## src/hw/trig_seq_consts.svh

```systemverilog
/*
 * Register offsets, field positions, reset values and limits of the
 * triggered reading sequencer.
 * Assumes a 32-bit byte-addressed classic Wishbone slave port.
 */
`ifndef TRIG_SEQ_CONSTS_SVH
`define TRIG_SEQ_CONSTS_SVH
// register byte offsets
`define OFS_SETUP 8'h00
`define OFS_POLARITY 8'h04
`define OFS_CONFIG 8'h08
`define OFS_SETTLE 8'h0C
`define OFS_SAMPLES 8'h10
`define OFS_STATUS 8'h14
`define OFS_RESULT 8'h18
`define OFS_IRQ_STAT 8'h1C
`define OFS_IRQ_MASK 8'h20
`define OFS_REMAIN 8'h24
// setup register fields
`define SETUP_ARM_BIT 0
`define SETUP_EDGE_BIT 1
// config register fields
`define CFG_AUTORANGE_BIT 16
`define CFG_UNIT_BIT 17
// reset values
`define POLARITY_RESET 1'h0
`define UNIT_RESET 1'h0
`define CONFIG_RESET 16'h0000
// irq bits: result queued, sequence done, overrun, setup refused
`define IRQ_RESULT 0
`define IRQ_DONE 1
`define IRQ_OVERRUN 2
`define IRQ_REFUSED 3
`define IRQ_WIDTH 4
`endif

```

## src/hw/trig_seq_pkg.sv

```systemverilog
/*
 * Types of the triggered reading sequencer.
 * Assumes nothing beyond a SystemVerilog compiler.
 */
package trig_seq_pkg;
   // measurement functions; codes 6 and 7 are functions not allowed here
   typedef enum logic [2:0] {
      fn_dc_volts, fn_ac_volts, fn_ohms, fn_ac_amps, fn_dc_amps, fn_rtd,
      fn_thermocouple, fn_other
   } func_type;
   // sequencer states
   typedef enum logic [1:0] {
      st_idle, st_wait_trig, st_start_read, st_wait_read
   } state_type;
   // measurement settings frozen while a sequence runs
   typedef struct packed {
      logic [3:0] interval;
      logic [3:0] aperture;
      logic [3:0] range;
      logic [0:0] spare;
      func_type func;
   } meas_cfg_type;
endpackage : trig_seq_pkg

```

## src/hw/triggered_reading_sequencer.sv

```systemverilog
/*
 * Triggered reading sequencer: waits for the chosen external trigger
 * edge, takes settle_count+1 readings per edge, queues the last one in
 * a small FIFO for the host, and repeats for sample_count edges, one edge when sample_count is 0.
 * Assumes a measurement chain that answers each meas_start_o pulse with
 * one meas_done_i pulse, and a trigger input synchronous to core_clk_i.
 */
// Our own choices: the placing of the registers and the Wishbone slave port.
// Overview of operation
// - polarity 0 falling edge, 1 rising edge
// - polarity resets to falling edge
// - polarity governs every hardware trigger use
// - setup command waits for trigger edge
// - settle plus one readings, keep last
// - readings use settings frozen at arming
// - repeat sample_count triggers, one when sample_count is 0, then finish
// - autoranging off while sequence runs
// - full FIFO push flags overrun
// - only six measurement functions accepted
// - setup edge selector 1 rising, 0 falling
// - temperature unit celsius after reset
// - data available shown, one read per result
`timescale 1ns/1ns
`include "trig_seq_consts.svh"
module triggered_reading_sequencer
   import trig_seq_pkg::*;
#(
   parameter int DEPTH = 4,
   parameter int DATA_W = 32
)
(
   // clock and reset
   input wire logic core_clk_i,
   input wire logic reset_i,
   // classic wishbone slave
   input wire logic wb_cyc_i,
   input wire logic wb_stb_i,
   input wire logic wb_we_i,
   input wire logic [7:0] wb_adr_i,
   input wire logic [3:0] wb_sel_i,
   input wire logic [31:0] wb_dat_i,
   output logic [31:0] wb_dat_o,
   output logic wb_ack_o,
   // external trigger and measurement chain
   input wire logic ext_trigger_i,
   input wire logic meas_done_i,
   input wire logic [DATA_W-1:0] meas_data_i,
   output logic meas_start_o,
   output meas_cfg_type meas_cfg_o,
   output logic autorange_en_o,
   output logic hw_trigger_o,
   output logic unit_fahrenheit_o,
   // interrupt
   output logic irq_o
);
   localparam int CW = $clog2(DEPTH + 1);
   localparam int AW = $clog2(DEPTH);
   // depth must be a power of two so the index wraps by itself
   if (DEPTH < 2 || (DEPTH & (DEPTH - 1)) != 0)
   begin : g_bad_depth
      $error("DEPTH must be a power of two of at least 2");
   end
   state_type state;
   meas_cfg_type config_reg;
   logic trigger_polarity, temperature_unit_select, autorange_cfg;
   logic [7:0] settle_count, reads_left;
   logic [14:0] sample_count, samples_left;
   logic trig_prev, trig_edge, overrun, refused;
   logic [`IRQ_WIDTH-1:0] irq_stat, irq_mask, irq_event;
   logic [DATA_W-1:0] fifo_mem [DEPTH];
   logic [AW-1:0] wr_ptr, rd_ptr;
   logic [CW-1:0] fifo_count;
   logic fifo_full, fifo_empty, push, pop, last_read;
   logic bus_req, bus_wr, bus_rd, arm_cmd, func_ok;
   // one access per request; ack is dropped in the cycle after it rose
   assign bus_req = wb_cyc_i && wb_stb_i && !wb_ack_o;
   assign bus_wr = bus_req && wb_we_i && wb_sel_i[0];
   assign bus_rd = bus_req && !wb_we_i;
   assign arm_cmd = bus_wr && wb_adr_i == `OFS_SETUP
      && wb_dat_i[`SETUP_ARM_BIT];
   assign func_ok = config_reg.func inside {fn_dc_volts, fn_ac_volts,
      fn_ohms, fn_ac_amps, fn_dc_amps, fn_rtd};
   // trigger edge seen on the selected polarity
   assign trig_edge = trigger_polarity ? (ext_trigger_i && !trig_prev)
      : (!ext_trigger_i && trig_prev);
   assign hw_trigger_o = trig_edge;
   assign last_read = state == st_wait_read && meas_done_i
      && reads_left == 8'h00;
   assign push = last_read;
   assign pop = bus_rd && wb_adr_i == `OFS_RESULT && !fifo_empty;
   assign fifo_full = fifo_count == CW'(DEPTH);
   assign fifo_empty = fifo_count == '0;
   assign meas_start_o = state == st_start_read;
   assign autorange_en_o = autorange_cfg && state == st_idle;
   assign unit_fahrenheit_o = temperature_unit_select;
   assign irq_o = |(irq_stat & irq_mask);
   // previous trigger level for edge detection
   always_ff @(posedge core_clk_i)
   begin
      if (reset_i)
         trig_prev <= 1'b0;
      else
         trig_prev <= ext_trigger_i;
   end
   // setup registers; arming also loads polarity from the edge selector
   always_ff @(posedge core_clk_i)
   begin
      if (reset_i)
      begin
         trigger_polarity <= `POLARITY_RESET;
         temperature_unit_select <= `UNIT_RESET;
         autorange_cfg <= 1'b0;
         config_reg <= `CONFIG_RESET;
         settle_count <= 8'h00;
         sample_count <= 15'h0001;
         irq_mask <= '0;
      end
      else if (bus_wr)
      begin
         unique case (wb_adr_i)
            `OFS_SETUP:
               if (wb_dat_i[`SETUP_ARM_BIT] && state == st_idle)
                  trigger_polarity <= wb_dat_i[`SETUP_EDGE_BIT];
            `OFS_POLARITY: trigger_polarity <= wb_dat_i[0];
            `OFS_CONFIG:
            begin
               config_reg <= meas_cfg_type'(wb_dat_i[15:0]);
               autorange_cfg <= wb_dat_i[`CFG_AUTORANGE_BIT];
               temperature_unit_select <= wb_dat_i[`CFG_UNIT_BIT];
            end
            `OFS_SETTLE: settle_count <= wb_dat_i[7:0];
            `OFS_SAMPLES: sample_count <= wb_dat_i[14:0];
            `OFS_IRQ_MASK: irq_mask <= wb_dat_i[`IRQ_WIDTH-1:0];
            default: ;
         endcase
      end
   end
   // sequencer; arming is ignored while a sequence runs
   always_ff @(posedge core_clk_i)
   begin
      if (reset_i)
      begin
         state <= st_idle;
         reads_left <= 8'h00;
         samples_left <= 15'h0000;
         meas_cfg_o <= `CONFIG_RESET;
      end
      else
      begin
         unique case (state)
            st_idle:
               if (arm_cmd && func_ok)
               begin
                  state <= st_wait_trig;
                  samples_left <= sample_count;
                  meas_cfg_o <= config_reg;
               end
            st_wait_trig:
               if (trig_edge)
               begin
                  reads_left <= settle_count;
                  state <= st_start_read;
               end
            st_start_read: state <= st_wait_read;
            st_wait_read:
               if (meas_done_i)
               begin
                  if (reads_left != 8'h00)
                  begin
                     reads_left <= reads_left - 8'h01;
                     state <= st_start_read;
                  end
                  else
                  begin
                     samples_left <= samples_left - 15'h0001;
                     state <= samples_left <= 15'h0001 ? st_idle
                        : st_wait_trig;
                  end
               end
         endcase
      end
   end
   // fifo storage, one slot per entry
   for (genvar i = 0; i < DEPTH; i++)
   begin : g_slot
      always_ff @(posedge core_clk_i)
      begin
         if (reset_i)
            fifo_mem[i] <= '0;
         else if (push && !fifo_full && wr_ptr == AW'(i))
            fifo_mem[i] <= meas_data_i;
      end
   end
   // fifo pointers; a push into a full fifo is dropped
   always_ff @(posedge core_clk_i)
   begin
      if (reset_i || (arm_cmd && state == st_idle))
      begin
         wr_ptr <= '0;
         rd_ptr <= '0;
         fifo_count <= '0;
      end
      else
      begin
         if (push && !fifo_full)
            wr_ptr <= wr_ptr + AW'(1);
         if (pop)
            rd_ptr <= rd_ptr + AW'(1);
         fifo_count <= fifo_count + CW'(push && !fifo_full) - CW'(pop);
      end
   end
   // overrun stays until the next arming; refused tracks the last arm
   always_ff @(posedge core_clk_i)
   begin
      if (reset_i)
      begin
         overrun <= 1'b0;
         refused <= 1'b0;
      end
      else if (arm_cmd && state == st_idle)
      begin
         overrun <= 1'b0;
         refused <= !func_ok;
      end
      else if (push && fifo_full)
         overrun <= 1'b1;
   end
   // sticky interrupt status; a new event wins over a write-one clear
   assign irq_event[`IRQ_RESULT] = push && !fifo_full;
   assign irq_event[`IRQ_DONE] = last_read && samples_left <= 15'h0001;
   assign irq_event[`IRQ_OVERRUN] = push && fifo_full;
   assign irq_event[`IRQ_REFUSED] = arm_cmd && state == st_idle && !func_ok;
   always_ff @(posedge core_clk_i)
   begin
      if (reset_i)
         irq_stat <= '0;
      else if (bus_wr && wb_adr_i == `OFS_IRQ_STAT)
         irq_stat <= (irq_stat & ~wb_dat_i[`IRQ_WIDTH-1:0]) | irq_event;
      else
         irq_stat <= irq_stat | irq_event;
   end
   // bus answer one cycle after the request; unmapped reads give zero
   always_ff @(posedge core_clk_i)
   begin
      if (reset_i)
      begin
         wb_ack_o <= 1'b0;
         wb_dat_o <= 32'h0000_0000;
      end
      else
      begin
         wb_ack_o <= bus_req;
         wb_dat_o <= 32'h0000_0000;
         if (bus_rd)
         begin
            unique case (wb_adr_i)
               `OFS_POLARITY: wb_dat_o <= {31'h0, trigger_polarity};
               `OFS_CONFIG:
                  wb_dat_o <= {14'h0, temperature_unit_select,
                     autorange_cfg, config_reg};
               `OFS_SETTLE: wb_dat_o <= {24'h0, settle_count};
               `OFS_SAMPLES: wb_dat_o <= {17'h0, sample_count};
               `OFS_STATUS:
                  wb_dat_o <= {16'h0, 8'(fifo_count), 4'h0, refused,
                     overrun, !fifo_empty, state != st_idle};
               `OFS_RESULT: wb_dat_o <= 32'(fifo_mem[rd_ptr]);
               `OFS_IRQ_STAT: wb_dat_o <= {28'h0, irq_stat};
               `OFS_IRQ_MASK: wb_dat_o <= {28'h0, irq_mask};
               `OFS_REMAIN: wb_dat_o <= {17'h0, samples_left};
               default: wb_dat_o <= 32'h0000_0000;
            endcase
         end
      end
   end
endmodule : triggered_reading_sequencer

```

## config.mk

```make
export PLATFORM = sky130hd
export DESIGN_NAME = triggered_reading_sequencer
export DESIGN_NICKNAME = d
export VERILOG_FILES = /design/src/hw/trig_seq_pkg.sv /design/src/hw/triggered_reading_sequencer.sv
export VERILOG_INCLUDE_DIRS = /design/src /design/src/hw
export SDC_FILE = /design/constraint.sdc
export NUM_CORES = 1
export LEC_CHECK = 0
export BUFFER_PORTS_ARGS = -buffer_cell sky130_fd_sc_hd__buf_2
export CAP_MARGIN = 15
export CORE_MARGIN = 2
export CORE_UTILIZATION = 45
export DETAILED_ROUTE_END_ITERATION = 8
export PLACE_DENSITY = 0.67
export SYNTH_ARGS = -nofsm -noshare
export SYNTH_HDL_FRONTEND = slang
export SYNTH_SLANG_ARGS = --single-unit
```

## constraint.sdc

```tcl
create_clock -name core_clk_i -period 8.3 [get_ports core_clk_i]
set_input_delay 0.83 -clock core_clk_i [delete_from_list [all_inputs] [get_ports core_clk_i]]
set_output_delay 0.83 -clock core_clk_i [all_outputs]
set_load 0.02 [all_outputs]
```

==> results of run 1 <==
==> worst max-delay path, cell delays in order (launching register included) <==
cell	delay (ns)
dfxtp_1	0.69
and2_1	0.72
nand4_1	0.54
nor2_1	0.55
nand2_1	0.10
nand2_1	0.08
buf_4	0.45
==> cells by family (layout without fill, tap and decap cells) <==
kind of cell	Yosys count	after routing	synth area share, %
AOI/OAI and AO/OA	199	199	11.1
xor gates and xnor gates	5	5	0.371
adders and majority gates	11	11	1.23
buffers and inverters	97	207	3.49
DFF	264	264	55.7
muxes	48	48	7.48
other	0	3	0
and+or+nand+nor	470	470	20.7
==> area by class of cell <==
class                      instances  area [um^2]
clock buffer                      46          838
fill                            2298        12400
sequential                       264         6570
antenna                            3         7.51
multi-input combinational        733         4830
timing repair buffer             139          746
tap                              335          419
clock inverter                     6         45.0
inverter                          16         60.1
==> metrics by stage <==
step                      cells  hold WS [ns]
after detailed placement   1487         0.443
after global routing       1540         0.460
after CTS                  1539         0.450
after global placement     1487         0.437
final                      1542         0.448
after floorplan            1094         0.432
==> per-layer routing <==
| layer | vias to the layer above | GRT usage (%) | part of all wire, % |
|---|---|---|---|
| met3 | 58 | 4.65 | 7.3 |
| met5 | - | 0 | 0.036 |
| met1 | 4275 | 29.1 | 43 |
| li1 | 4206 | - | - |
| met2 | 303 | 36.9 | 48 |
| met4 | 2 | 6.47 | 2.3 |
==> report_power, final <==
part	total [W]	switching [W]	leakage [nW]	internal [W]
clock	0.00119	0.000499	0.442	0.000689
combinational	0.0000905	0.0000614	2.50	0.0000291
sequential	0.00140	0.00000774	2.34	0.00139
==> worst paths after layout <==
check | end | slack [ns]
worst min-delay path | meas_cfg_o[10] | 0.45
worst min register to register | meas_cfg_o[10] | 0.45
worst max-delay path | fifo_mem[1][12] | 4.77
worst max register to register | fifo_mem[1][12] | 4.77
==> synth_stat cells, types with 3 or more instances <==
cell type / count / area (um^2)
and2_1: 6 / 37.5
nor3b_1: 4 / 30.0
nor3_1: 19 / 95.1
mux4_2: 32 / 721
buf_2: 11 / 55.1
ha_1: 10 / 125
buf_1: 4 / 15.0
o22a_1: 3 / 26.3
nor2b_1: 18 / 113
nor4_1: 7 / 43.8
nor3_2: 4 / 40.0
and3_1: 133 / 832
o21a_1: 3 / 22.5
or4_1: 3 / 22.5
a22oi_1: 23 / 173
a21oi_1: 88 / 440
dfxtp_1: 136 / 2720
clkbuf_1: 59 / 221
o32ai_1: 8 / 70.1
xnor2_1: 4 / 35.0
edfxtp_1: 128 / 3840
or3_1: 3 / 18.8
mux2i_1: 15 / 150
a22o_1: 9 / 78.8
inv_1: 16 / 60.1
nor4b_1: 4 / 35.0
nand3b_1: 3 / 22.5
nor2_1: 73 / 274
nand2_1: 160 / 601
a222oi_1: 7 / 70.1
clkbuf_2: 3 / 15.0
o21ai_0: 24 / 120
nand3_1: 9 / 45.0
nand4_1: 6 / 37.5
buf_6: 4 / 45.0
a221oi_1: 9 / 78.8
==> metrics.cfg, run 1 <==
[drt]
wl_um=30800
vias=8844
viasPerCell=5.74
firstDrtPassIters=5
drc=0
drtIter0Drc=783
ant_nets=0
wl_per_cell_um=20.0

[die]
ios=137
rows=59
initial_utilization_pct=45.5
core_um2=25900
die_w_um=166
die_h_um=166
dieArea_um2=27500

[worst_setup_path]
crit_type=flop to flop
reg2reg_depth=6
required_ns=8.47
r2r_start=state[1]
start_kind=flop
worstSetupEndpointType=flop
critPathArrivalTime_ns=3.70
critPathMaxFanout=32
cp-startpoint=state[1]

[clock_tree]
post_cts_buffers=0
cts.sinks=264
path_clk_slew_ns=0.06
numCtsBuffers=28
clkLatencyLatePin_ns=0.54
clockBufferDepth=3
htree_levels=1
hold_buffers=0
cts_tree=done
root_buffer=clkbuf_16
cts-resized-gates=0

[hold_path]
hold_depth=2
hold_class=flop to flop
min_from=meas_cfg_o[10]

[sta]
relSlewSlack_pct=26.8
fin_crit_sh_pct=42.5
hold_viol=0
finalClockSkew_ns=0.0111
fmax_mhz=284
setup_slack_ns=4.77
grt_setup_unrepaired=false
worst_pin_slew_ns=1.09
setup_viol=0
finalSetupTns_ns=0
layout_min_cycle_time_ns=3.53
slew_violations=0

[layout]
area_growth_pct=14.6
largest_reg_flops=128
final_core_util_pct=52.2
layout_common_cells=160 x nand2_1, 135 x dfxtp_1, 133 x and3_1
nNetsFinal=1276
stdcell_area_um2=13500
final_common_cell=nand2_1
layout-drive-gt1-share_pct=20.0
top_regs=fifo_mem: 128 flops, wb_dat_o: 32 flops
max_flop_register=fifo_mem

[synth]
syn_area_per_cell_um2=10.8
yosysWarnings=0
syn_inst=1094
synth-seq-area-share_pct=55.7
synth_cell_types=74
syn_nets=1188
synthFlopType=dfxtp_1
synth_seq_cells=264
synth_edf_count=128
netlist_area_um2=11800
async_reset_ff_share_pct=0

[global_routing]
grt_usage_pct=22.0
grt_overflow=0
grt_max_degree=129
grt_pass1_wl_um=48500
antenna_found_initial=4
grt_pass1_vias=8842

[placement]
dpl_cell_area_um2=12600
preCtsSetupSlack_ns=4.73
gp_congestion=0.954
hpwl_um=19500
port_buffers=119

[pwr]
ir_worst_vdd_uv=146
p_leak_nw=5.28
p_total_w=0.00268
p_per_area_nw_per_um2=198

[run_status]
status=complete, no violations

[run]
maxCapViolCount=0

No activity file was read; power rests on OpenSTA's default activity.
==> run 2: changes to the inputs <==
- PLACE_DENSITY: 0.67 -> 0.7
- clock period: 8.3 -> 3.1 ns (I/O delays scaled with it)
==> run 2 against run 1 <==
- hold slack got worse by 0.43 ns
- combinational power rose to 2.8 times the previous value
- flip-flop and latch count did not move
- wire length rose by 4.0%
- via count rose by 2.7%
- highest routed layer unchanged
==> metrics.cfg, run 2 (synthesis gave the netlist of run 1 again) <==
[run_status]
status=complete, no violations

[drt]
vias=9086
viasPerCell=5.79
wl_um=32000
wl_per_cell_um=20.4
firstDrtPassIters=5
ant_nets=0
drc=0
drtIter0Drc=927

[worst_setup_path]
critPathMaxFanout=21
crit_slowest_cell=nor2_1
critical-path-top-delay-family=simple AND/OR/NAND/NOR gates
path_cells=inv_1 -> ha_1 -> nor4b_1 -> buf_4 -> nand4_1 -> nor2_1 -> nand2_1 -> nand2_1 -> buf_4
start_kind=flop
required_ns=3.32
critPathArrivalTime_ns=2.72
slowest_delay_ns=0.35
cp_num_buf_inv=3
crit_type=flop to flop
worstSetupEndpointType=flop

[placement]
port_buffers=119
hpwl_um=21000
gp_congestion=0.899
preCtsSetupSlack_ns=0.352
placed_cells=1513

[layout]
area_growth_pct=17.1
largest_reg_flops=128
fin_cells=1569
max_flop_register=fifo_mem
n_antenna_cell=0
top_regs=fifo_mem: 128 flops, wb_dat_o: 32 flops
layout_common_cells=160 x nand2_1, 135 x dfxtp_1, 133 x and3_1
nNetsFinal=1305
layout-drive-gt1-share_pct=21.4
final_common_cell=nand2_1

[sta]
grt_setup_unrepaired=false
hold_viol=0
finalSetupTns_ns=0
setup_viol=0
layout_min_cycle_time_ns=2.50
finalClockSkew_ns=0.0177
fmax_mhz=400
slew_violations=0
worst_pin_slew_ns=0.763
fin_crit_sh_pct=80.7
setup_slack_ns=0.597
relSlewSlack_pct=49.1

[die]
die_w_um=166
rows=59
core_um2=25900
ios=137
initial_utilization_pct=45.5
dieArea_um2=27500
die_h_um=166

[pwr]
ir_worst_vdd_uv=508
p_per_area_nw_per_um2=532
p_leak_nw=5.43

[clock_tree]
cts_tree=done
numCtsBuffers=29
htree_levels=1
clockBufferDepth=3
clkLatencyLatePin_ns=0.56
path_clk_slew_ns=0.06
cts.sinks=264
post_cts_buffers=0
root_buffer=clkbuf_16

[global_routing]
grt_usage_pct=22.9
grt_max_degree=85
grt_pass1_vias=9132
antenna_found_initial=4
grt_pass1_wl_um=50500
grt_overflow=0

[hold_path]
hold_class=input pin to flop

[run]
maxCapViolCount=0

## run 2: cell count changes in the layout (fill, tap and decap cells not counted), moves of 2 or more
cell           delta
clkbuf_2          -2
clkbuf_1          +4
dlygate4sd3_1     +2
buf_4            +23
diode_2           -3
buf_12            +3
clkinv_2          -2
clkbuf_4          -2
## run 2: worst reg2reg max path: cells and delay by family (launching register included)
family | cells | cell delay [ns]
fa+ha+maj | 1 | 0.16
simple gates | 5 | 1.05
flops | 1 | 0.34
buf+inv | 3 | 0.62
## run 2: worst paths after layout
| check | endpoint | depth (start not counted) | start | slack [ns] |
|---|---|---|---|---|
| min reg2reg | meas_cfg_o[11] | 2 | meas_cfg_o[11] | 0.45 |
| max reg2reg | fifo_mem[2][24] | 9 | reads_left[0] | 0.60 |
| min | config_reg[11] | 3 | wb_dat_i[11] | 0.02 |
| max | fifo_mem[2][24] | 9 | reads_left[0] | 0.60 |
## run 2: repair_timing
action | 4_1_cts | 5_1_grt
gates resized for setup | 0 | 0
setup endpoints to repair | 0 | 0
hold buffers | 2 | 0
endpoints found under the hold margin | 2 | 0
## run 2: power by group
| group | total (W) | internal, W | switching [W] |
|---|---|---|---|
| clock | 0.00334 | 0.00195 | 0.00139 |
| combinational | 0.000256 | 0.0000890 | 0.000167 |
| sequential | 0.00375 | 0.00373 | 0.0000212 |
| total | 0.00734 | 0.00576 | 0.00158 |
## run 2: layer usage
metal / track usage [%] / vias to the layer above / wire (um)
li1: - / 4262 / -
met1: 29.6 / 4360 / 12900
met2: 38.5 / 383 / 15300
met3: 4.55 / 73 / 2670
met4: 8.51 / 8 / 1070
met5: 0 / - / 46
## run 2: per-stage QoR
step | hold slack, ns | cell area [um^2] | util, % | total power, W
finish | 0.0173 | 13800 | 53.3 | 0.00734
global route | 0.0148 | 13800 | 53.3 | 0.00755
CTS | 0.00276 | 13800 | 53.3 | 0.00739
detailed placement | 0.443 | 12900 | 49.6 | 0.00407
global placement | 0.438 | 12900 | 49.6 | 0.00406
floorplan | 0.432 | 11800 | - | 0.00393
## run 2: area by class of cell
cell class | instances | area [um^2]
Multi-Input combinational cell | 733 | 4830
Clock inverter | 8 | 88.8
Tap cell | 335 | 419
Fill cell | 2256 | 12100
Clock buffer | 46 | 840
Inverter | 16 | 60.1
Timing Repair Buffer | 167 | 998
Sequential cell | 264 | 6570
